[src/logic/tlt_map.svh]
// register offsets, field positions, reset values and codes for line timing
`ifndef TLT_MAP_SVH
`define TLT_MAP_SVH

`define TLT_CMD_SET_DISPLAY   8'hca
`define TLT_CMD_SET_TIMING    8'ha1
`define TLT_CMD_SET_DATA      8'hbc
`define TLT_CMD_START_ADDR    8'h15
`define TLT_CMD_END_ADDR      8'h75

`define TLT_PARAMS_DISPLAY    4'd9
`define TLT_PARAMS_TIMING     4'd7
`define TLT_PARAMS_DATA       4'd1
`define TLT_PARAMS_ADDR       4'd2

`define TLT_OFS_CMD           12'h000
`define TLT_OFS_PARAM         12'h004
`define TLT_OFS_CTRL          12'h008
`define TLT_OFS_STATUS        12'h00c
`define TLT_OFS_SRC_HIZ       12'h010
`define TLT_OFS_LINE_CFG      12'h014
`define TLT_OFS_TIMING0       12'h018
`define TLT_OFS_TIMING1       12'h01c
`define TLT_OFS_DATA_COND     12'h020
`define TLT_OFS_ADDR          12'h024

`define TLT_CTRL_RUN          0
`define TLT_CTRL_PIXCLK       1
`define TLT_CTRL_REG_BOOSTED  2
`define TLT_CTRL_COM_PWR      3

`define TLT_HIZ_EN_BIT        3
`define TLT_GROUP_WIDTH       3

`define TLT_RST_LINE_PERIOD   10'h049
`define TLT_RST_BACK_PORCH    8'h02
`define TLT_RST_FRONT_PORCH   12'h001
`define TLT_RST_SRC_ON        8'h00
`define TLT_RST_SRC_OFF       8'h46
`define TLT_RST_GATE_ON       8'h04
`define TLT_RST_GATE_OFF      8'h44
`define TLT_RST_BOOST         8'h13
`define TLT_RST_SWITCH        8'h09
`define TLT_RST_END_COL       8'haf
`define TLT_RST_END_ROW       8'hdb

`define TLT_MAX_COL           8'haf
`define TLT_MAX_ROW           8'hdb

`endif

[src/logic/tlt_pkg.sv]
// types shared by the line timing block
`default_nettype none
package tlt_pkg;
	typedef enum logic [2:0] {
		TLT_IDLE   = 3'b001,
		TLT_PARAMS = 3'b010,
		TLT_IGNORE = 3'b100
	} tlt_cmd_state_type;

	typedef enum logic [1:0] {
		TLT_DRV_SWITCH  = 2'd0,
		TLT_DRV_CENTRAL = 2'd1,
		TLT_DRV_PREBUF  = 2'd2,
		TLT_DRV_BAD     = 2'd3
	} tlt_drive_mode_type;
endpackage : tlt_pkg
`default_nettype wire

[src/logic/tlt_line_gen.sv]
// per-line counter and strobe generator
`include "tlt_map.svh"
`default_nettype none
module tlt_line_gen #(
	parameter int CW = 10
) (
	// clock and reset
	input  wire logic                  aclk,
	input  wire logic                  aresetn,
	// timing tick and setup
	input  wire logic                  tick,
	input  wire logic                  run,
	input  wire logic [CW-1:0]         line_period,
	input  wire logic [7:0]            src_on,
	input  wire logic [7:0]            src_off,
	input  wire logic [7:0]            gate_on,
	input  wire logic [7:0]            gate_off,
	input  wire logic [7:0]            boost_at,
	input  wire logic [7:0]            switch_at,
	input  wire tlt_pkg::tlt_drive_mode_type drive_mode,
	input  wire logic                  boost_allowed,
	input  wire logic                  save_after_off,
	// line outputs
	output logic                       src_enable,
	output logic                       gate_select,
	output logic                       reg_boost,
	output logic                       central_drive,
	output logic                       grey_save,
	output logic                       line_start,
	output logic [CW-1:0]              count
);
	import tlt_pkg::*;

	typedef struct packed {
		logic [CW-1:0] cnt;
		logic          src;
		logic          gate;
		logic          boost;
		logic          central;
		logic          save;
		logic          start;
	} tlt_line_state_type;

	tlt_line_state_type r_q, r_d;
	logic [CW-1:0] c8;

	always_comb begin
		r_d = r_q;
		r_d.start = 1'b0;
		c8 = r_q.cnt;
		if (!run) begin
			r_d = '0;
		end else if (tick) begin
			// restart at each line end [RULE24] [RULE23]
			if (r_q.cnt >= line_period) begin
				r_d.cnt = '0;
				r_d.start = 1'b1;
				r_d.boost = 1'b0;
				r_d.save = 1'b0;
			end else begin
				r_d.cnt = CW'(r_q.cnt + 1'b1);
			end
			c8 = r_d.cnt;
			if (c8 == CW'(src_on)) begin
				r_d.src = 1'b1; // [RULE8] [RULE7]
				r_d.save = 1'b0;
				r_d.central = (drive_mode == TLT_DRV_CENTRAL); // [RULE11]
			end
			if (c8 == CW'(switch_at) && drive_mode == TLT_DRV_SWITCH)
				r_d.central = 1'b1; // [RULE11]
			if (c8 == CW'(src_off)) begin
				r_d.src = 1'b0; // [RULE8]
				r_d.central = 1'b0;
				r_d.save = save_after_off; // [RULE10]
			end
			if (c8 == CW'(gate_on))
				r_d.gate = 1'b1; // [RULE9]
			if (c8 == CW'(gate_off))
				r_d.gate = 1'b0; // [RULE9]
			if (c8 == CW'(boost_at) && boost_allowed)
				r_d.boost = 1'b1; // [RULE12]
		end
	end

	always_ff @(posedge aclk) begin
		if (!aresetn)
			r_q <= '0;
		else
			r_q <= r_d;
	end

	assign src_enable    = r_q.src;
	assign gate_select   = r_q.gate;
	assign reg_boost     = r_q.boost;
	assign central_drive = r_q.central;
	assign grey_save     = r_q.save;
	assign line_start    = r_q.start;
	assign count         = r_q.cnt;
endmodule : tlt_line_gen
`default_nettype wire

[src/logic/tlt_line_timing.sv]
// command decoder, setup store and line timing top with axi4-lite slave
//
// Chosen here: the AXI4-Lite register port and the register offsets.
`include "tlt_map.svh"
`default_nettype none
// Summary of operation
// RULE1 - low nibble masks first source triplets
// RULE2 - high nibble masks last source triplets
// RULE3 - back porch lines equal value plus one
// RULE4 - twelve-bit front porch, one line prohibited
// RULE5 - nonzero test field floats all sources
// RULE6 - timing command takes seven parameter bytes
// RULE7 - counts use oscillator or divided pixel clock; here every pixel clock rising edge counts, undivided
// RULE8 - sources enabled between on and off
// RULE9 - gates selected between select and deselect
// RULE10 - common boost and grey save flags
// RULE11 - two-bit drive mode picks drive type
// RULE12 - regulator boost unless already held boosted
// RULE13 - host keeps switch count inside source window
// RULE14 - data condition command, one parameter byte
// RULE15 - row and column order reverse bits
// RULE16 - bit two drives oscillator output pin
// RULE17 - bit three picks address advance direction
// RULE18 - bit four picks colour order
// RULE19 - bits five, six pick transfer format
// RULE20 - bit seven picks external clock
// RULE21 - start address column then row
// RULE22 - end address column then row
// RULE23 - ten-bit line period bounds all counts
// RULE24 - per-line counter restarts each line
module tlt_line_timing #(
	parameter int N_SRC = 528,
	parameter int CW    = 10
) (
	// clock and reset
	input  wire logic              aclk,
	input  wire logic              aresetn,
	// axi4-lite write address
	input  wire logic [11:0]       s_axi_awaddr,
	input  wire logic              s_axi_awvalid,
	output logic                   s_axi_awready,
	// axi4-lite write data
	input  wire logic [31:0]       s_axi_wdata,
	input  wire logic [3:0]        s_axi_wstrb,
	input  wire logic              s_axi_wvalid,
	output logic                   s_axi_wready,
	// axi4-lite write response
	output logic [1:0]             s_axi_bresp,
	output logic                   s_axi_bvalid,
	input  wire logic              s_axi_bready,
	// axi4-lite read address
	input  wire logic [11:0]       s_axi_araddr,
	input  wire logic              s_axi_arvalid,
	output logic                   s_axi_arready,
	// axi4-lite read data
	output logic [31:0]            s_axi_rdata,
	output logic [1:0]             s_axi_rresp,
	output logic                   s_axi_rvalid,
	input  wire logic              s_axi_rready,
	// clock pins
	input  wire logic              pixel_clock,
	input  wire logic              osc_clock_in_pin,
	input  wire logic              osc_tick,
	output logic                   osc_clock_out_pin_o,
	output logic                   osc_clock_out_pin_oe_n,
	// panel drive
	output logic [N_SRC-1:0]       src_hiz,
	output logic                   gate_select_level,
	output logic                   common_drive_boost,
	output logic                   reg_boost,
	output logic                   central_drive,
	output logic                   grey_save,
	output logic                   line_start,
	// display data options
	output logic                   row_reverse,
	output logic                   col_reverse,
	output logic                   advance_row,
	output logic                   colour_bgr,
	output logic                   two_transfers,
	output logic                   wide_first,
	output logic                   ext_clock_sel,
	output logic [7:0]             start_col,
	output logic [7:0]             start_row,
	output logic [7:0]             end_col,
	output logic [7:0]             end_row,
	output logic [7:0]             back_porch,
	output logic [11:0]            front_porch
);
	import tlt_pkg::*;

	localparam int NG = N_SRC / `TLT_GROUP_WIDTH;

	typedef struct packed {
		tlt_cmd_state_type cst;
		logic [7:0]  cmd;
		logic [3:0]  idx;
		logic [9:0]  period;
		logic [7:0]  hiz;
		logic [7:0]  bp;
		logic [11:0] fp;
		logic [2:0]  test;
		logic [7:0]  s_on;
		logic [7:0]  s_off;
		logic [7:0]  g_on;
		logic [7:0]  g_off;
		logic [3:0]  dflags;
		logic [7:0]  boost;
		logic [7:0]  sw;
		logic [7:0]  dcond;
		logic [7:0]  scol;
		logic [7:0]  srow;
		logic [7:0]  ecol;
		logic [7:0]  erow;
		logic [3:0]  ctrl;
		logic        aw_ok;
		logic [11:0] awa;
		logic        w_ok;
		logic [31:0] wd;
		logic        bv;
		logic [1:0]  br;
		logic        rv;
		logic [31:0] rd;
		logic [1:0]  rr;
		logic [1:0]  pix_s;
		logic [1:0]  osc_clock_in_pin_s;
		logic        pix_prev;
		logic        osc_clock_in_pin_prev;
		logic        src_hiz_all;
	} tlt_state_type;

	tlt_state_type r_q, r_d;

	logic        tick;
	logic        g_src, g_gate, g_boost, g_central, g_save, g_start;
	logic [CW-1:0] g_count;
	logic        wr_go;
	logic [7:0]  pbyte;

	// ------------------------------------------------------------
	// command and register decode
	// ------------------------------------------------------------
	always_comb begin
		r_d = r_q;
		pbyte = r_q.wd[7:0];
		wr_go = r_q.aw_ok && r_q.w_ok && !r_q.bv;
		// pin synchronisers
		r_d.pix_s = {r_q.pix_s[0], pixel_clock};
		r_d.osc_clock_in_pin_s = {r_q.osc_clock_in_pin_s[0], osc_clock_in_pin};
		r_d.pix_prev = r_q.pix_s[1];
		r_d.osc_clock_in_pin_prev = r_q.osc_clock_in_pin_s[1];
		// axi write channels, either order
		if (s_axi_awvalid && !r_q.aw_ok && !r_q.bv) begin
			r_d.aw_ok = 1'b1;
			r_d.awa = s_axi_awaddr;
		end
		if (s_axi_wvalid && !r_q.w_ok && !r_q.bv) begin
			r_d.w_ok = 1'b1;
			r_d.wd = s_axi_wdata;
		end
		if (r_q.bv && s_axi_bready)
			r_d.bv = 1'b0;
		if (wr_go) begin
			r_d.aw_ok = 1'b0;
			r_d.w_ok = 1'b0;
			r_d.bv = 1'b1;
			r_d.br = 2'b00;
			case (r_q.awa & 12'hffc)
			`TLT_OFS_CMD: begin
				r_d.cmd = pbyte;
				r_d.idx = 4'd0;
				case (pbyte)
				`TLT_CMD_SET_DISPLAY, `TLT_CMD_SET_TIMING,
				`TLT_CMD_SET_DATA, `TLT_CMD_START_ADDR,
				`TLT_CMD_END_ADDR:
					r_d.cst = TLT_PARAMS; // [RULE6]
				default:
					r_d.cst = TLT_IGNORE;
				endcase
			end
			`TLT_OFS_PARAM: begin
				if (r_q.cst == TLT_PARAMS) begin
					r_d.idx = r_q.idx + 4'd1;
					case (r_q.cmd)
					`TLT_CMD_SET_DISPLAY: begin
						case (r_q.idx)
						4'd0: begin
							r_d.period[9:8] = pbyte[1:0]; // [RULE23]
							r_d.fp[11:8] = pbyte[7:4]; // [RULE4]
						end
						4'd1: r_d.period[7:0] = pbyte; // [RULE23]
						4'd5: r_d.hiz = pbyte; // [RULE1] [RULE2]
						4'd6: r_d.bp = pbyte; // [RULE3]
						4'd7: r_d.fp[7:0] = pbyte; // [RULE4]
						4'd8: r_d.test = pbyte[2:0]; // [RULE5]
						default: ;
						endcase
						if (r_q.idx == `TLT_PARAMS_DISPLAY - 4'd1)
							r_d.cst = TLT_IDLE;
					end
					`TLT_CMD_SET_TIMING: begin
						case (r_q.idx)
						4'd0: r_d.s_on = pbyte; // [RULE6]
						4'd1: r_d.s_off = pbyte;
						4'd2: r_d.g_on = pbyte;
						4'd3: r_d.g_off = pbyte;
						4'd4: r_d.dflags = pbyte[3:0];
						4'd5: r_d.boost = pbyte;
						4'd6: r_d.sw = pbyte;
						default: ;
						endcase
						if (r_q.idx == `TLT_PARAMS_TIMING - 4'd1)
							r_d.cst = TLT_IDLE;
					end
					`TLT_CMD_SET_DATA: begin
						r_d.dcond = pbyte; // [RULE14]
						r_d.cst = TLT_IDLE;
					end
					`TLT_CMD_START_ADDR: begin
						if (r_q.idx == 4'd0)
							r_d.scol = pbyte; // [RULE21]
						else begin
							r_d.srow = pbyte; // [RULE21]
							r_d.cst = TLT_IDLE;
						end
					end
					default: begin
						if (r_q.idx == 4'd0)
							r_d.ecol = pbyte; // [RULE22]
						else begin
							r_d.erow = pbyte; // [RULE22]
							r_d.cst = TLT_IDLE;
						end
					end
					endcase
				end
			end
			`TLT_OFS_CTRL: begin
				if (s_axi_wstrb[0])
					r_d.ctrl = r_q.wd[3:0];
			end
			`TLT_OFS_STATUS, `TLT_OFS_SRC_HIZ, `TLT_OFS_LINE_CFG,
			`TLT_OFS_TIMING0, `TLT_OFS_TIMING1, `TLT_OFS_DATA_COND,
			`TLT_OFS_ADDR: ;
			default: r_d.br = 2'b10;
			endcase
		end
		// axi read
		if (r_q.rv && s_axi_rready)
			r_d.rv = 1'b0;
		if (s_axi_arvalid && !r_q.rv) begin
			r_d.rv = 1'b1;
			r_d.rr = 2'b00;
			case (s_axi_araddr & 12'hffc)
			`TLT_OFS_CMD:       r_d.rd = {24'h0, r_q.cmd};
			`TLT_OFS_PARAM:     r_d.rd = {28'h0, r_q.idx};
			`TLT_OFS_CTRL:      r_d.rd = {28'h0, r_q.ctrl};
			`TLT_OFS_STATUS:    r_d.rd = {13'h0, r_q.cst, g_save,
				g_central, g_boost, g_gate, g_src, 1'b0,
				g_count};
			`TLT_OFS_SRC_HIZ:   r_d.rd = {21'h0, r_q.test, r_q.hiz};
			`TLT_OFS_LINE_CFG:  r_d.rd = {2'h0, r_q.fp, r_q.bp,
				r_q.period};
			`TLT_OFS_TIMING0:   r_d.rd = {r_q.g_off, r_q.g_on,
				r_q.s_off, r_q.s_on};
			`TLT_OFS_TIMING1:   r_d.rd = {12'h0, r_q.dflags, r_q.sw,
				r_q.boost};
			`TLT_OFS_DATA_COND: r_d.rd = {24'h0, r_q.dcond};
			`TLT_OFS_ADDR:      r_d.rd = {r_q.erow, r_q.ecol,
				r_q.srow, r_q.scol};
			default: begin
				r_d.rd = 32'h0;
				r_d.rr = 2'b10;
			end
			endcase
		end
		r_d.src_hiz_all = (r_q.test != 3'b000); // [RULE5]
	end

	always_ff @(posedge aclk) begin
		if (!aresetn) begin
			r_q <= '0;
			r_q.cst <= TLT_IDLE;
			r_q.period <= `TLT_RST_LINE_PERIOD;
			r_q.bp <= `TLT_RST_BACK_PORCH;
			r_q.fp <= `TLT_RST_FRONT_PORCH;
			r_q.s_on <= `TLT_RST_SRC_ON;
			r_q.s_off <= `TLT_RST_SRC_OFF;
			r_q.g_on <= `TLT_RST_GATE_ON;
			r_q.g_off <= `TLT_RST_GATE_OFF;
			r_q.boost <= `TLT_RST_BOOST;
			r_q.sw <= `TLT_RST_SWITCH;
			r_q.ecol <= `TLT_RST_END_COL;
			r_q.erow <= `TLT_RST_END_ROW;
		end else begin
			r_q <= r_d;
		end
	end

	// ------------------------------------------------------------
	// timing clock choice and line generator
	// ------------------------------------------------------------
	// pixel clock or external osc edge, else internal tick [RULE7] [RULE20]
	always_comb begin
		if (r_q.ctrl[`TLT_CTRL_PIXCLK])
			tick = r_q.pix_s[1] && !r_q.pix_prev;
		else if (r_q.dcond[7])
			tick = r_q.osc_clock_in_pin_s[1] && !r_q.osc_clock_in_pin_prev;
		else
			tick = osc_tick;
	end

	tlt_line_gen #(
		.CW (CW)
	) u_line (
		.aclk           (aclk),
		.aresetn        (aresetn),
		.tick           (tick),
		.run            (r_q.ctrl[`TLT_CTRL_RUN]),
		.line_period    (CW'(r_q.period)),
		.src_on         (r_q.s_on),
		.src_off        (r_q.s_off),
		.gate_on        (r_q.g_on),
		.gate_off       (r_q.g_off),
		.boost_at       (r_q.boost),
		.switch_at      (r_q.sw),
		.drive_mode     (tlt_drive_mode_type'(r_q.dflags[1:0])),
		.boost_allowed  (!r_q.ctrl[`TLT_CTRL_REG_BOOSTED]), // [RULE12]
		.save_after_off (r_q.dflags[2]), // [RULE10]
		.src_enable     (g_src),
		.gate_select    (g_gate),
		.reg_boost      (g_boost),
		.central_drive  (g_central),
		.grey_save      (g_save),
		.line_start     (g_start),
		.count          (g_count)
	);

	// ------------------------------------------------------------
	// source high impedance masks
	// ------------------------------------------------------------
	for (genvar g = 0; g < NG; g++) begin : g_hiz
		localparam int GL = g;
		localparam int GH = NG - 1 - g;
		logic lo, hi;
		assign lo = r_q.hiz[`TLT_HIZ_EN_BIT] &&
			(GL <= int'(r_q.hiz[2:0])); // [RULE1]
		assign hi = r_q.hiz[`TLT_HIZ_EN_BIT + 4] &&
			(GH <= int'(r_q.hiz[6:4])); // [RULE2]
		assign src_hiz[3*g +: 3] = {3{lo || hi || r_q.src_hiz_all ||
			!g_src}}; // [RULE8] [RULE5]
	end

	// ------------------------------------------------------------
	// outputs
	// ------------------------------------------------------------
	// no new write accepted while a response is pending
	assign s_axi_awready = !r_q.aw_ok && !r_q.bv;
	assign s_axi_wready  = !r_q.w_ok && !r_q.bv;
	assign s_axi_bvalid  = r_q.bv;
	assign s_axi_bresp   = r_q.br;
	assign s_axi_arready = !r_q.rv;
	assign s_axi_rvalid  = r_q.rv;
	assign s_axi_rdata   = r_q.rd;
	assign s_axi_rresp   = r_q.rr;

	assign osc_clock_out_pin_o    = osc_tick;
	assign osc_clock_out_pin_oe_n = !r_q.dcond[2]; // [RULE16]
	assign gate_select_level  = g_gate;
	assign common_drive_boost = r_q.dflags[3] &&
		r_q.ctrl[`TLT_CTRL_COM_PWR] && g_src; // [RULE10]
	assign reg_boost     = g_boost;
	assign central_drive = g_central;
	assign grey_save     = g_save;
	assign line_start    = g_start;
	assign row_reverse   = r_q.dcond[0]; // [RULE15]
	assign col_reverse   = r_q.dcond[1]; // [RULE15]
	assign advance_row   = r_q.dcond[3]; // [RULE17]
	assign colour_bgr    = r_q.dcond[4]; // [RULE18]
	assign two_transfers = r_q.dcond[5]; // [RULE19]
	assign wide_first    = r_q.dcond[6]; // [RULE19]
	assign ext_clock_sel = r_q.dcond[7]; // [RULE20]
	assign start_col     = r_q.scol;
	assign start_row     = r_q.srow;
	assign end_col       = r_q.ecol;
	assign end_row       = r_q.erow;
	assign back_porch    = r_q.bp; // [RULE3]
	assign front_porch   = r_q.fp; // [RULE4]
endmodule : tlt_line_timing
`default_nettype wire

[config.mk]
export PLATFORM = sky130hd
export DESIGN_NAME = tlt_line_timing
export DESIGN_NICKNAME = d
export VERILOG_FILES = /design/src/logic/tlt_pkg.sv /design/src/logic/tlt_line_gen.sv /design/src/logic/tlt_line_timing.sv
export VERILOG_INCLUDE_DIRS = /design/src /design/src/logic
export SDC_FILE = /design/constraint.sdc
export NUM_CORES = 1
export LEC_CHECK = 0
export BUFFER_PORTS_ARGS = -buffer_cell sky130_fd_sc_hd__buf_2
export CORE_AREA = 2 2 276 278
export DETAILED_ROUTE_END_ITERATION = 6
export DIE_AREA = 0 0 278 280
export PLACE_DENSITY_LB_ADDON = 0.2
export SETUP_SLACK_MARGIN = 0.1
export SYNTH_ARGS = -nofsm -noshare
export SYNTH_HDL_FRONTEND = slang
export SYNTH_SLANG_ARGS = --single-unit
[constraint.sdc]
create_clock -name aclk -period 9.5 [get_ports aclk]
set_input_delay 0.475 -clock aclk [delete_from_list [all_inputs] [get_ports aclk]]
set_output_delay 0.475 -clock aclk [all_outputs]
set_load 0.02 [all_outputs]
======== Word-level counts from Yosys, hierarchy flattened ========
Index checks and enable logic that the tools add are counted.
word-level totals
  register bits after elaboration ......... 235
  bits of input ports ..................... 70
  output and inout port bits .............. 636
  logic and storage cells ................. 285
operators by class
  $add $sub $neg .......................... 2
  order comparisons ....................... 15
  equality and inequality tests ........... 47
  multiplexer cells ....................... 54
  bitwise logic cells ..................... 3
  reduce and logical (&&, ||, !) cells .... 120
operators with widths
  cell                                                  number
  one-hot mux 32 bit (10 select lines)                  1
  2-to-1 mux 137 bit                                    1
  2-to-1 mux 8 bit                                      15
  AND reduction 5 bit                                   17
  equality test 10 x 3 -> 1 bit, second input constant  8
  equality test 10 x 8 -> 1 bit                         6
  2-to-1 mux 52 bit                                     1
  equality test 8 bit, second input constant            6
  2-to-1 mux 41 bit                                     1
  equality test 10 x 2 -> 1 bit, second input constant  4
  equality test 10 x 4 -> 1 bit, second input constant  4
  2-to-1 mux 35 bit                                     1
  logical OR 1 bit                                      33
  2-to-1 mux 16 bit                                     2
  logical AND 1 bit                                     31
  2-to-1 mux 10 bit                                     3
  less-or-equal comparator 3 bit, first input constant  8
  logical NOT 12 bit                                    2
  2-to-1 mux 3 bit                                      7
  equality test 10 x 1 -> 1 bit, second input constant  2
  OR reduction 10 bit                                   2
  equality test 4 x 3 -> 1 bit, second input constant   4
  equality test 8 x 5 -> 1 bit, second input constant   2
  AND reduction 2 bit                                   7
  other kinds (32)                                      73

======== Logic depth before layout (Yosys ltp) ========
Gate-level depths: netlist (run 1).
  depth in word-level cells ............... 10
  depth in mapped cells ................... 14
  depth with buffers taken out ............ 10

======== Modules after synthesis ========
From an unflattened synthesis (run 1), not the netlist that was laid out.
unflattened totals
  cells, all modules ...................... 1997
  area, all modules ....................... 16603.4 um^2
modules (own cells, without submodules)
  module           instances  cells each  area an instance (um^2)  seq. area each (um^2)
  tlt_line_timing  1          1672        14187.4                  4304.1
  tlt_line_gen     1          325         2416.1                   320.3

======== Worst setup path after synthesis (run 1) ========
No wires, ideal clock.
  kind .................................... flip-flop to output port
  from .................................... register u_line.r_q, in the netlist u_line.src_enable
  to ...................................... output src_hiz[523]
  data arrival time ....................... 9335 ps
  data required time ...................... 9025 ps
  slack ................................... -310 ps
  cell stages (with the launch flop) ...... 9
  buffers on the path ..................... 1
  path through ............................ dfxtp_1 inv_1 nor2_1 inv_1 a21oi_1 inv_1 a21o_1 a21o_1 buf_4
between the ends
  word-level cells in the longest chain between the ends .. 2
RTL lines
  item                      line                    text
  start: declaration        tlt_line_gen.sv:44      tlt_line_state_type r_q, r_d;
  start signal: assignment  tlt_line_gen.sv:89      r_q <= r_d;
  logical NOT 1 bit         tlt_line_timing.sv:350  !g_src}};
  logical OR 1 bit          tlt_line_timing.sv:349  assign src_hiz[3*g +: 3] = {3{lo || hi || r_q.src_hiz_all ||
  end: declaration          tlt_line_timing.sv:67   output logic [N_SRC-1:0] src_hiz,
Every way passes these cells.

======== Worst setup path in the final report (run 1) ========
  from .................................... register u_line.r_q, in the netlist u_line.src_enable
  to ...................................... output src_hiz[361]
The elaborated chain is that of the path after synthesis.

==> results.sh, run 1 <==
export IMPL_status="completed"
export IMPL_fmax_ghz=0.199
export IMPL_maxSlewViolCount=0
export IMPL_power_density_nw_per_um2=125
export IMPL_vias=13100
export IMPL_grt_use_total_pct=13.7
export IMPL_rows=101
export IMPL_grt_max_degree=213
export IMPL_fp_dieH_microns=280
export IMPL_finalPower_uw=2130
export IMPL_regArea_sq_um=4630
export IMPL_overflow=0
export IMPL_async_reset_ff_share_pct=0
export IMPL_crit_family="buffers and inverters"
export IMPL_crit_chain="inv_1 > nor2_1 > clkinvlp_4 > buf_4 > buf_16 > buf_4 > buf_16 > buf_2"
export IMPL_grt_pass1_vias=11500
export IMPL_pin_count=706
export IMPL_cp_max_fo=179
export IMPL_worst_path_buf_inv=7
export IMPL_cts_tree="built"
export IMPL_finalClockSkew_ns=0.0130
export IMPL_drive_above_1_share_pct=37.2
export IMPL_cp_slowest_cell="clkinvlp_4"
export IMPL_routed_wl_microns=57700
export IMPL_leakagePower_uw=0.00617
export IMPL_hold_viol_final=0
export IMPL_antenna_found_initial=7
export IMPL_period_needed_ns=5.02
export IMPL_min_period_over_period_pct=52.8
export IMPL_holdWs_ns=0.132
export IMPL_crit_required_ns=9.03
export IMPL_fill_cells=8256
export IMPL_insertion_delay_ns=0.56
export IMPL_htree_levels=1
export IMPL_multi_input_area_sq_um=6540
export IMPL_start_util_pct=21.4
export IMPL_initialDrtViolationCount=996
export IMPL_synth_area_sq_um=16100
export IMPL_die_x_microns=278
export IMPL_ys_flop_type="dfxtp_1"
export IMPL_drc_errors=0
export IMPL_crit_path_end_kind="primary output"
export IMPL_gp_congestion=0.881
export IMPL_cts_max_path_buffers=3
export IMPL_wire_per_inst_microns=19.0
export IMPL_syn_avg_cell_area_sq_um=8.06
export IMPL_dp_cells=2981
export IMPL_hold_buffers=0
export IMPL_rsz0062_at_grt="no"
export IMPL_clock_sinks=231
export IMPL_fin_cells=3034
export IMPL_critPathLaunchType="flip-flop"
export IMPL_yosysUniqueCellTypes=76
export IMPL_postRouteAntennaNets=0
export IMPL_clk_pin_slew_ns=0.06
export IMPL_setup_viol=0
export IMPL_die_area_sq_um=77800
export IMPL_seq_area_frac_synth_pct=28.7
export IMPL_syn_inst=2001
export IMPL_via_per_inst=4.33
export IMPL_drv_cap=0
export IMPL_worstMarginPinSlew_ns=1.12
export IMPL_ys_warn_count=0
export IMPL_final_setup_tns_ns=0
export IMPL_ir_drop_mv=0.131
export IMPL_crit_arrival_ns=4.54
export IMPL_post_cts_resize_count=0
export IMPL_synth_edf_count=0
export IMPL_final_core_util_pct=22.6
export IMPL_syn_to_final_growth_pct=5.15
export IMPL_min_path_type="in2reg"
export IMPL_cts_made_buffers=28
export IMPL_path_class="reg2out"
export IMPL_dr_pass1_iters=6
export IMPL_cpPeakStageDelay_ns=0.99
export IMPL_core_sq_um=75200
export IMPL_relSlewSlack_pct=24.9
export IMPL_postCtsSetupBuffers=0
export IMPL_grt_pass1_wl_microns=80000
export IMPL_nNetsFinal=2120
export IMPL_port_buffers=672
export IMPL_hpwlAfterDp_microns=42700
export IMPL_ys_ff_latch=231
export IMPL_ctsRootBufferMaster="clkbuf_16"
[area by class of cell]
type / count / share of cell area (%)
flip-flops and latches: 231 / 27.3
diodes: 4 / 0.0590
multi-input cells: 1048 / 38.6
repair buffers: 695 / 21.1
well taps: 978 / 7.22
clock buffers: 43 / 4.94
clock inverters: 4 / 0.118
inverters: 31 / 0.708
[worst reg2reg max path, stage by stage, from the launching register on]
cell       delay, ns
dfxtp_1         0.65
ha_1            0.23
nand4_1         0.27
nor3_2          0.84
nor2_2          0.35
buf_4           0.29
o221ai_1        0.23
o2111ai_1       0.30
a2111oi_0       0.43
a211oi_1        0.10
[registers in the layout, summed over array words and instances, names as in the netlist, 4 cells and up]
register / flops
back_porch: 8
end_col: 8
end_row: 8
front_porch: 12
pbyte: 8
r_d: 4
r_q: 106
s_axi_rdata: 32
start_col: 8
start_row: 8
u_line.count: 10
[per-stage QoR]
step,setup WS [ns],area [sq um]
2_1_floorplan,1.51,16100
3_3_place_gp,4.97,16000
3_5_place_dp,4.74,16000
4_1_cts,4.13,16900
5_1_grt,4.19,16900
6_report,4.48,17000
[synth_stat cells, types with 4 or more instances]
cell | count | area (sq um)
buf_4 | 602 | 4520
nand2_1 | 274 | 1030
dfxtp_1 | 231 | 4620
a21boi_0 | 87 | 653
nor2b_1 | 75 | 469
clkbuf_1 | 71 | 267
a21oi_1 | 66 | 330
mux2i_1 | 65 | 651
nor2_1 | 65 | 244
o21ai_0 | 40 | 200
a222oi_1 | 35 | 350
nand3_1 | 34 | 170
a22oi_1 | 33 | 248
inv_1 | 31 | 116
and2_1 | 30 | 188
nor3_1 | 20 | 100
xnor2_1 | 20 | 175
nand2b_1 | 16 | 100
a31oi_1 | 15 | 93.8
ha_1 | 15 | 188
buf_2 | 14 | 70.1
and3_1 | 11 | 68.8
o32ai_1 | 9 | 78.8
a211oi_1 | 8 | 60.1
nand3b_1 | 8 | 60.1
nor4_1 | 8 | 50.1
o211ai_1 | 8 | 60.1
nand4_1 | 6 | 37.5
o22a_1 | 6 | 52.6
o22ai_1 | 6 | 37.5
xor2_1 | 6 | 52.6
nand4b_1 | 5 | 43.8
nor4b_1 | 5 | 43.8
a32oi_1 | 4 | 35.0
a41oi_1 | 4 | 35.0
buf_1 | 4 | 15.0
or3_1 | 4 | 25.0
[cell families (layout without fill, tap and decap cells)]
group,after synthesis,count (layout),share of synthesized area [%]
xor gates and xnor gates,30,30,1.89
AOI/OAI and AO/OA,356,356,15.9
DFF,231,231,28.7
other,1,6,0.0233
adders and majority gates,15,15,1.16
buffers and inverters,723,773,31.0
and+or+nand+nor,580,580,17.4
muxes,65,65,4.03
[metal layers]
metal / vias to the layer above / part of all wire (%) / GRT usage, %
li1: 6256 / - / -
met1: 6218 / 42 / 16.8
met2: 553 / 47 / 22.5
met3: 105 / 6.2 / 2.65
met4: 8 / 5.1 / 7.36
met5: - / 0.094 / 0
[report_power, final]
group          internal [uW]  switching (uW)
Clock                    599             438
Combinational           30.8            63.5
Sequential               978            18.3
[final timing paths]
path                           from              endpoint  slack [ns]  depth (start not counted)
hold reg to reg              r_d[4]                r_d[1]        0.43                          1
hold / removal     osc_clock_in_pin                r_d[4]        0.13                          2
setup / recovery  u_line.src_enable          src_hiz[361]        4.48                          8
setup reg to reg    u_line.count[7]  u_line.central_drive        5.67                          9
[placed cells by master (no fill, tap or decap), types with 22 or more instances in the layout]
cell and count:
nand3_1 34, a22oi_1 33, a222oi_1 35, a21oi_1 66
nand2_1 274, dfxtp_1 228, clkbuf_16 29, o21ai_0 40
and2_1 30, nor2_1 60, nor2b_1 75, a21boi_0 87
buf_4 22, inv_1 30, mux2i_1 65, buf_2 671
Note: power is estimated with default switching activity, not from simulation.
==> inputs of run 2 (changes only) <==
--- a/config.mk
+++ b/config.mk
@@ -7,9 +7,9 @@
 export NUM_CORES = 1
 export LEC_CHECK = 0
 export BUFFER_PORTS_ARGS = -buffer_cell sky130_fd_sc_hd__buf_2
-export CORE_AREA = 2 2 276 278
+export CORE_AREA = 2 2 278 280
 export DETAILED_ROUTE_END_ITERATION = 6
-export DIE_AREA = 0 0 278 280
+export DIE_AREA = 0 0 280 282
 export PLACE_DENSITY_LB_ADDON = 0.2
 export SETUP_SLACK_MARGIN = 0.1
 export SYNTH_ARGS = -nofsm -noshare
==> constraint.sdc (replaced) <==
create_clock -name aclk -period 5 [get_ports aclk]
set_input_delay 0.25 -clock aclk [delete_from_list [all_inputs] [get_ports aclk]]
set_output_delay 0.25 -clock aclk [all_outputs]
set_load 0.02 [all_outputs]
==> results.sh, run 2 (synthesis results as in run 1) <==
export IMPL_status="finished with violations"
export IMPL_violations="DRC"
export IMPL_fp_dieH_microns=282
export IMPL_final_area_sq_um=17300
export IMPL_worst_path_buf_inv=4
export IMPL_holdWs_ns=0.162
export IMPL_vias=13200
export IMPL_grt_pass1_vias=11600
export IMPL_worstRegToRegCells=10
export IMPL_relSlewSlack_pct=13.7
export IMPL_ctsRootBufferMaster="clkbuf_16"
export IMPL_crit_required_ns=4.75
export IMPL_rsz0062_at_grt="no"
export IMPL_layout_common_cells="buf_2, nand2_1, dfxtp_1"
export IMPL_clock_sinks=231
export IMPL_crit_arrival_ns=3.17
export IMPL_via_per_inst=4.30
export IMPL_dp_cells=2985
export IMPL_clk_pin_slew_ns=0.06
export IMPL_largest_register_ffs=106
export IMPL_cpPeakStageDelay_ns=0.59
export IMPL_cts_max_path_buffers=3
export IMPL_wire_per_inst_microns=18.9
export IMPL_hpwlAfterDp_microns=43200
export IMPL_syn_to_final_growth_pct=7.02
export IMPL_top_register="r_q"
export IMPL_leakagePower_uw=0.00630
export IMPL_finalClockSkew_ns=0.0295
export IMPL_gp_congestion=0.864
export IMPL_insertion_delay_ns=0.58
export IMPL_grt_pass1_wl_microns=80500
export IMPL_post_cts_resize_count=0
export IMPL_cts_made_buffers=27
export IMPL_r2r_end="u_line.central_drive"
export IMPL_overflow=0
export IMPL_hold_viol_final=0
export IMPL_crit_cells=5
export IMPL_min_period_over_period_pct=68.4
export IMPL_die_x_microns=280
export IMPL_period_needed_ns=3.42
export IMPL_port_buffers=672
export IMPL_grt_max_degree=437
export IMPL_path_class="reg2out"
export IMPL_maxSlewViolCount=0
export IMPL_worstMarginPinSlew_ns=1.29
export IMPL_layout_setup_ws_ns=1.58
export IMPL_cp_slowest_cell="clkinvlp_4"
export IMPL_grt_use_total_pct=13.5
export IMPL_initialDrtViolationCount=976
export IMPL_core_sq_um=75700
export IMPL_pin_count=706
export IMPL_routed_wl_microns=57900
export IMPL_placed_cell_area_sq_um=16100
export IMPL_critPathLaunchType="flip-flop"
export IMPL_antenna_found_initial=4
export IMPL_cp_max_fo=436
export IMPL_start_util_pct=21.3
export IMPL_fmax_ghz=0.292
export IMPL_min_path_type="in2reg"
export IMPL_r2r_start="u_line.count[0]"
export IMPL_postCtsSetupBuffers=0
export IMPL_cts_tree="built"
export IMPL_endpoint="src_hiz[76]"
export IMPL_drc_errors=6
export IMPL_drive_above_1_share_pct=37.8
export IMPL_die_area_sq_um=79000
export IMPL_crit_path_end_kind="primary output"
export IMPL_power_density_nw_per_um2=239
export IMPL_drv_cap=0
export IMPL_htree_levels=1
export IMPL_layout_commonest_cell="buf_2"
export IMPL_reg2reg_slack_ns=1.60
export IMPL_dr_pass1_iters=7
export IMPL_postRouteAntennaNets=0
export IMPL_final_setup_tns_ns=0
export IMPL_rows=101
export IMPL_fin_cells=3058
export IMPL_crit_family="buffers and inverters"
export IMPL_ir_drop_mv=0.223
export IMPL_crit_chain="inv_2 > nor2_4 > clkinvlp_4 > buf_12 > buf_2"
export IMPL_critPathLaunch="u_line.src_enable"
export IMPL_nNetsFinal=2144
export IMPL_preCtsSetupSlack_ns=1.62
export IMPL_setup_viol=0
## run 2: changes by cell type in the layout (fill, tap and decap cells not counted), moves of 3 or more
cell	change
clkinv_2	+4
nand2_2	+3
buf_4	+3
dlygate4sd3_1	+23
inv_2	+3
inv_1	-3
diode_2	-3
clkbuf_1	-5
nand2_1	-3
## run 2: report_power, final
group / total [uW] / leakage [uW] / internal (uW) / switching, uW
sequential: 1900 / 0.00187 / 1860 / 41.5
clock: 2040 / 0.000449 / 1190 / 851
combinational: 186 / 0.00398 / 70.3 / 116
total: 4120 / 0.00630 / 3110 / 1010
## run 2: per-layer routing
layer | track usage (%) | wire (microns) | part of all wire, %
met2 | 23.8 | 28400 | 49
met1 | 17.1 | 24500 | 42
met4 | 4.20 | 1610 | 2.8
met5 | 0 | 46 | 0.080
met3 | 1.90 | 3260 | 5.6
## run 2: worst min-delay path by stage
stage / slack [ns] / startpoint / depth (start not counted) / end
4_1_cts: 0.12 / aresetn / 2 / r_q[138]
5_1_grt: 0.16 / aresetn / 2 / r_q[138]
6_report: 0.16 / aresetn / 2 / r_q[138]
2_1_floorplan: 0.38 / osc_clock_in_pin / 1 / r_d[4]
3_3_place_gp: 0.42 / r_d[4] / 1 / r_d[1]
3_5_place_dp: 0.42 / r_d[4] / 1 / r_d[1]
## run 2: worst reg2reg max path, stage by stage, from the launching register on
cell and delay (ns):
dfxtp_1 0.35, buf_4 0.22, ha_1 0.30, and3_1 0.35, and3_1 0.25, a41o_2 0.32
o211ai_1 0.37, o221ai_1 0.37, o2111ai_1 0.23, a2111oi_0 0.41, a211oi_1 0.10
## run 2: area by class of cell
class	count	area, sq um
fill	8262	58400
multi-input combinational	1048	6580
sequential	231	4630
timing repair buffer	720	3800
tap	978	1220
clock buffer	36	769
clock inverter	13	135
inverter	31	120
antenna	1	2.50
## run 2: metrics by stage
stage / utilization [%] / total power, uW
2_1_floorplan: - / 2030
3_3_place_gp: 21.3 / 2110
3_5_place_dp: 21.3 / 2120
4_1_cts: 22.8 / 4200
5_1_grt: 22.8 / 4270
6_report: 22.8 / 4120
## run 2: what timing repair did
action | 4_1_cts | 5_1_grt
hold buffers | 23 | 0
endpoints found under the setup margin | 0 | 0
endpoints found under the hold margin | 22 | 0
==> inputs of run 3 (changes only) <==
--- a/config.mk
+++ b/config.mk
@@ -6,10 +6,11 @@
 export SDC_FILE = /design/constraint.sdc
 export NUM_CORES = 1
 export LEC_CHECK = 0
+export ABC_AREA = 1
 export BUFFER_PORTS_ARGS = -buffer_cell sky130_fd_sc_hd__buf_2
-export CORE_AREA = 2 2 278 280
+export CORE_AREA = 2 2 277 279
 export DETAILED_ROUTE_END_ITERATION = 6
-export DIE_AREA = 0 0 280 282
+export DIE_AREA = 0 0 279 281
 export PLACE_DENSITY_LB_ADDON = 0.2
 export SETUP_SLACK_MARGIN = 0.1
 export SYNTH_ARGS = -nofsm -noshare
==> constraint.sdc (replaced) <==
create_clock -name aclk -period 3.2 [get_ports aclk]
set_input_delay 0.16 -clock aclk [delete_from_list [all_inputs] [get_ports aclk]]
set_output_delay 0.16 -clock aclk [all_outputs]
set_load 0.02 [all_outputs]
==> results.sh, run 3 <==
export IMPL_status="completed"
export IMPL_synthAdderAreaFrac_pct=1.20
export IMPL_start_util_pct=20.7
export IMPL_crit_required_ns=3.04
export IMPL_holdWs_ns=0.107
export IMPL_synth_top_cell_by_area="dfxtp_1"
export IMPL_port_buffers=672
export IMPL_grt_use_total_pct=13.6
export IMPL_switching_share_pct=24.6
export IMPL_ys_top_cells_by_count="buf_4, nand2_1, dfxtp_1"
export IMPL_overflow=0
export IMPL_busiest_layer="met2"
export IMPL_initialDrtViolationCount=805
export IMPL_wire_per_inst_microns=17.5
export IMPL_rows=101
export IMPL_layout_common_cells="buf_2, nand2_1, dfxtp_1"
export IMPL_placed_cell_area_sq_um=15900
export IMPL_leakagePower_uw=0.00701
export IMPL_syn_avg_cell_area_sq_um=7.21
export IMPL_vias=13500
export IMPL_min_period_over_period_pct=91.4
export IMPL_synth_top_family_by_area="buffers and inverters"
export IMPL_dr_pass1_iters=5
export IMPL_htree_levels=1
export IMPL_nNetsFinal=2371
export IMPL_cpPeakStageDelay_ns=0.43
export IMPL_layout_setup_ws_ns=0.277
export IMPL_clock_power_share_pct=50.2
export IMPL_p_int_uw=5100
export IMPL_maxSlewViolCount=0
export IMPL_ir_drop_mv=0.390
export IMPL_n_antenna_cell=0
export IMPL_synth_simple_area_share_pct=14.3
export IMPL_ys_flop_type="dfxtp_1"
export IMPL_drc_errors=0
export IMPL_cts_tree="built"
export IMPL_min_path_type="in2reg"
export IMPL_setup_viol=0
export IMPL_yosys_area_top_type_share_pct=29.6
export IMPL_synth_xor_area_share_pct=1.12
export IMPL_insertion_delay_ns=0.56
export IMPL_ctsRootBufferMaster="clkbuf_16"
export IMPL_power_density_nw_per_um2=394
export IMPL_gp_congestion=0.923
export IMPL_synth_edf_count=0
export IMPL_worst_path_buf_inv=4
export IMPL_cp_max_fo=440
export IMPL_die_x_microns=279
export IMPL_combPwrFrac_pct=6.3
export IMPL_pwr_share_seq_pct=43.5
export IMPL_preCtsSetupSlack_ns=0.438
export IMPL_path_class="reg2out"
export IMPL_fmax_ghz=0.342
export IMPL_drive_above_1_share_pct=35.7
export IMPL_clock_sinks=231
export IMPL_ys_warn_count=0
export IMPL_die_area_sq_um=78400
export IMPL_grt_max_degree=441
export IMPL_crit_arrival_ns=2.76
export IMPL_dp_cells=3209
export IMPL_cts_made_buffers=29
export IMPL_core_sq_um=75400
export IMPL_finalClockSkew_ns=0.0112
export IMPL_use_met3_pct=2.35
export IMPL_pin_count=706
export IMPL_synth_area_mux_share_pct=0
export IMPL_cts_max_path_buffers=3
export IMPL_syn_inst=2171
export IMPL_clk_pin_slew_ns=0.06
export IMPL_crit_chain="inv_2 > nor2_4 > clkinvlp_4 > buf_16 > buf_2"
export IMPL_syn_to_final_growth_pct=9.53
export IMPL_use_met1_pct=17.9
export IMPL_final_area_sq_um=17100
export IMPL_finalPower_uw=6760
export IMPL_grt_pass1_wl_microns=79100
export IMPL_critPathLaunchType="flip-flop"
export IMPL_top_register="r_q"
export IMPL_grt_use_met2_pct=22.8
export IMPL_crit_path_end_kind="primary output"
export IMPL_yosys_top_cells_area="dfxtp_1, buf_4, a21oi_1"
export IMPL_fin_cells=3285
export IMPL_period_needed_ns=2.92
export IMPL_drv_cap=0
export IMPL_fp_dieH_microns=281
export IMPL_ys_ff_latch=231
export IMPL_yosysUniqueCellTypes=46
export IMPL_rsz0062_at_grt="no"
export IMPL_postRouteAntennaNets=0
export IMPL_layout_commonest_cell="buf_2"
export IMPL_synth_compound_area_share_pct=17.4
export IMPL_p_switching_uw=1660
export IMPL_largest_register_ffs=106
export IMPL_antenna_found_initial=4
export IMPL_synth_area_sq_um=15600
export IMPL_seq_area_frac_synth_pct=29.6
export IMPL_via_per_inst=4.10
export IMPL_yosysMostFrequentCell="buf_4"
export IMPL_async_reset_ff_share_pct=0
export IMPL_cp_slowest_cell="buf_2"
export IMPL_worstMarginPinSlew_ns=1.28
export IMPL_crit_family="buffers and inverters"
export IMPL_hpwlAfterDp_microns=44900
export IMPL_reg2reg_slack_ns=0.40
export IMPL_routed_wl_microns=57400
export IMPL_hold_viol_final=0
export IMPL_grt_pass1_vias=11600
export IMPL_relSlewSlack_pct=14.9
run 3: path summary, 6_finish.rpt:
| check | cells after the start | start | end |
|---|---|---|---|
| max reg2reg | 20 | r_q[225] | u_line.grey_save |
| min reg2reg | 2 | r_d[4] | r_d[1] |
| min | 3 | aresetn | r_q[1] |
| max | 5 | u_line.src_enable | src_hiz[128] |
run 3: repair_timing:
item | CTS | global route
resized for setup | 0 | 3
hold buffers | 22 | 0
buffers inserted | 0 | 2
endpoints found under the setup margin | 0 | 11
endpoints found under the hold margin | 22 | 0
run 3: worst register-to-register path, cell delays in order, from the launching register on:
cell     delay [ns]
dfxtp_1        0.33
inv_1          0.10
ha_1           0.33
nand2_1        0.09
nor2_4         0.18
nand2_1        0.07
nand2_1        0.11
nand2_4        0.17
nand3_2        0.17
buf_4          0.20
nand2_1        0.07
nand2_1        0.07
nand2_1        0.06
nor2_1         0.18
nand3_1        0.14
nand2_1        0.10
nand2_1        0.08
nand2_1        0.09
nand2_1        0.05
nand2_1        0.05
nor2_1         0.05
run 3: cell families after synthesis:
family | count (synthesis)
adders and majority gates | 15
xor gates and xnor gates | 20
and+or+nand+nor | 502
AOI/OAI and AO/OA | 495
other | 1
DFF | 231
buffers and inverters | 907
run 3: power groups by stage:
stage	Clock (uW)	Sequential, uW	Combinational (uW)
finish	3390	2940	429
global route	3610	2940	471
CTS	3480	2940	431
detailed placement	0	3000	410
global placement	0	3000	409
floorplan	0	2990	225
run 3: area by class of cell:
cell class,count,area [sq um]
Clock buffer,40,807
Clock inverter,12,160
Fill cell,8360,58300
Inverter,236,890
Multi-Input combinational cell,1034,5350
Sequential cell,231,4630
Tap cell,978,1220
Timing Repair Buffer,754,4080
run 3: through the flow:
step	util, %	TNS (ns)
detailed placement	21.1	0
finish	22.7	0
global route	22.7	0
global placement	21.1	0
floorplan	-	-1348.22
CTS	22.7	0
run 3: metal layers:
layer | routed length (microns) | vias to the layer above
met5 | 49 | -
met4 | 1530 | 8
met3 | 3900 | 79
met2 | 26800 | 547
met1 | 25100 | 6148
li1 | - | 6689
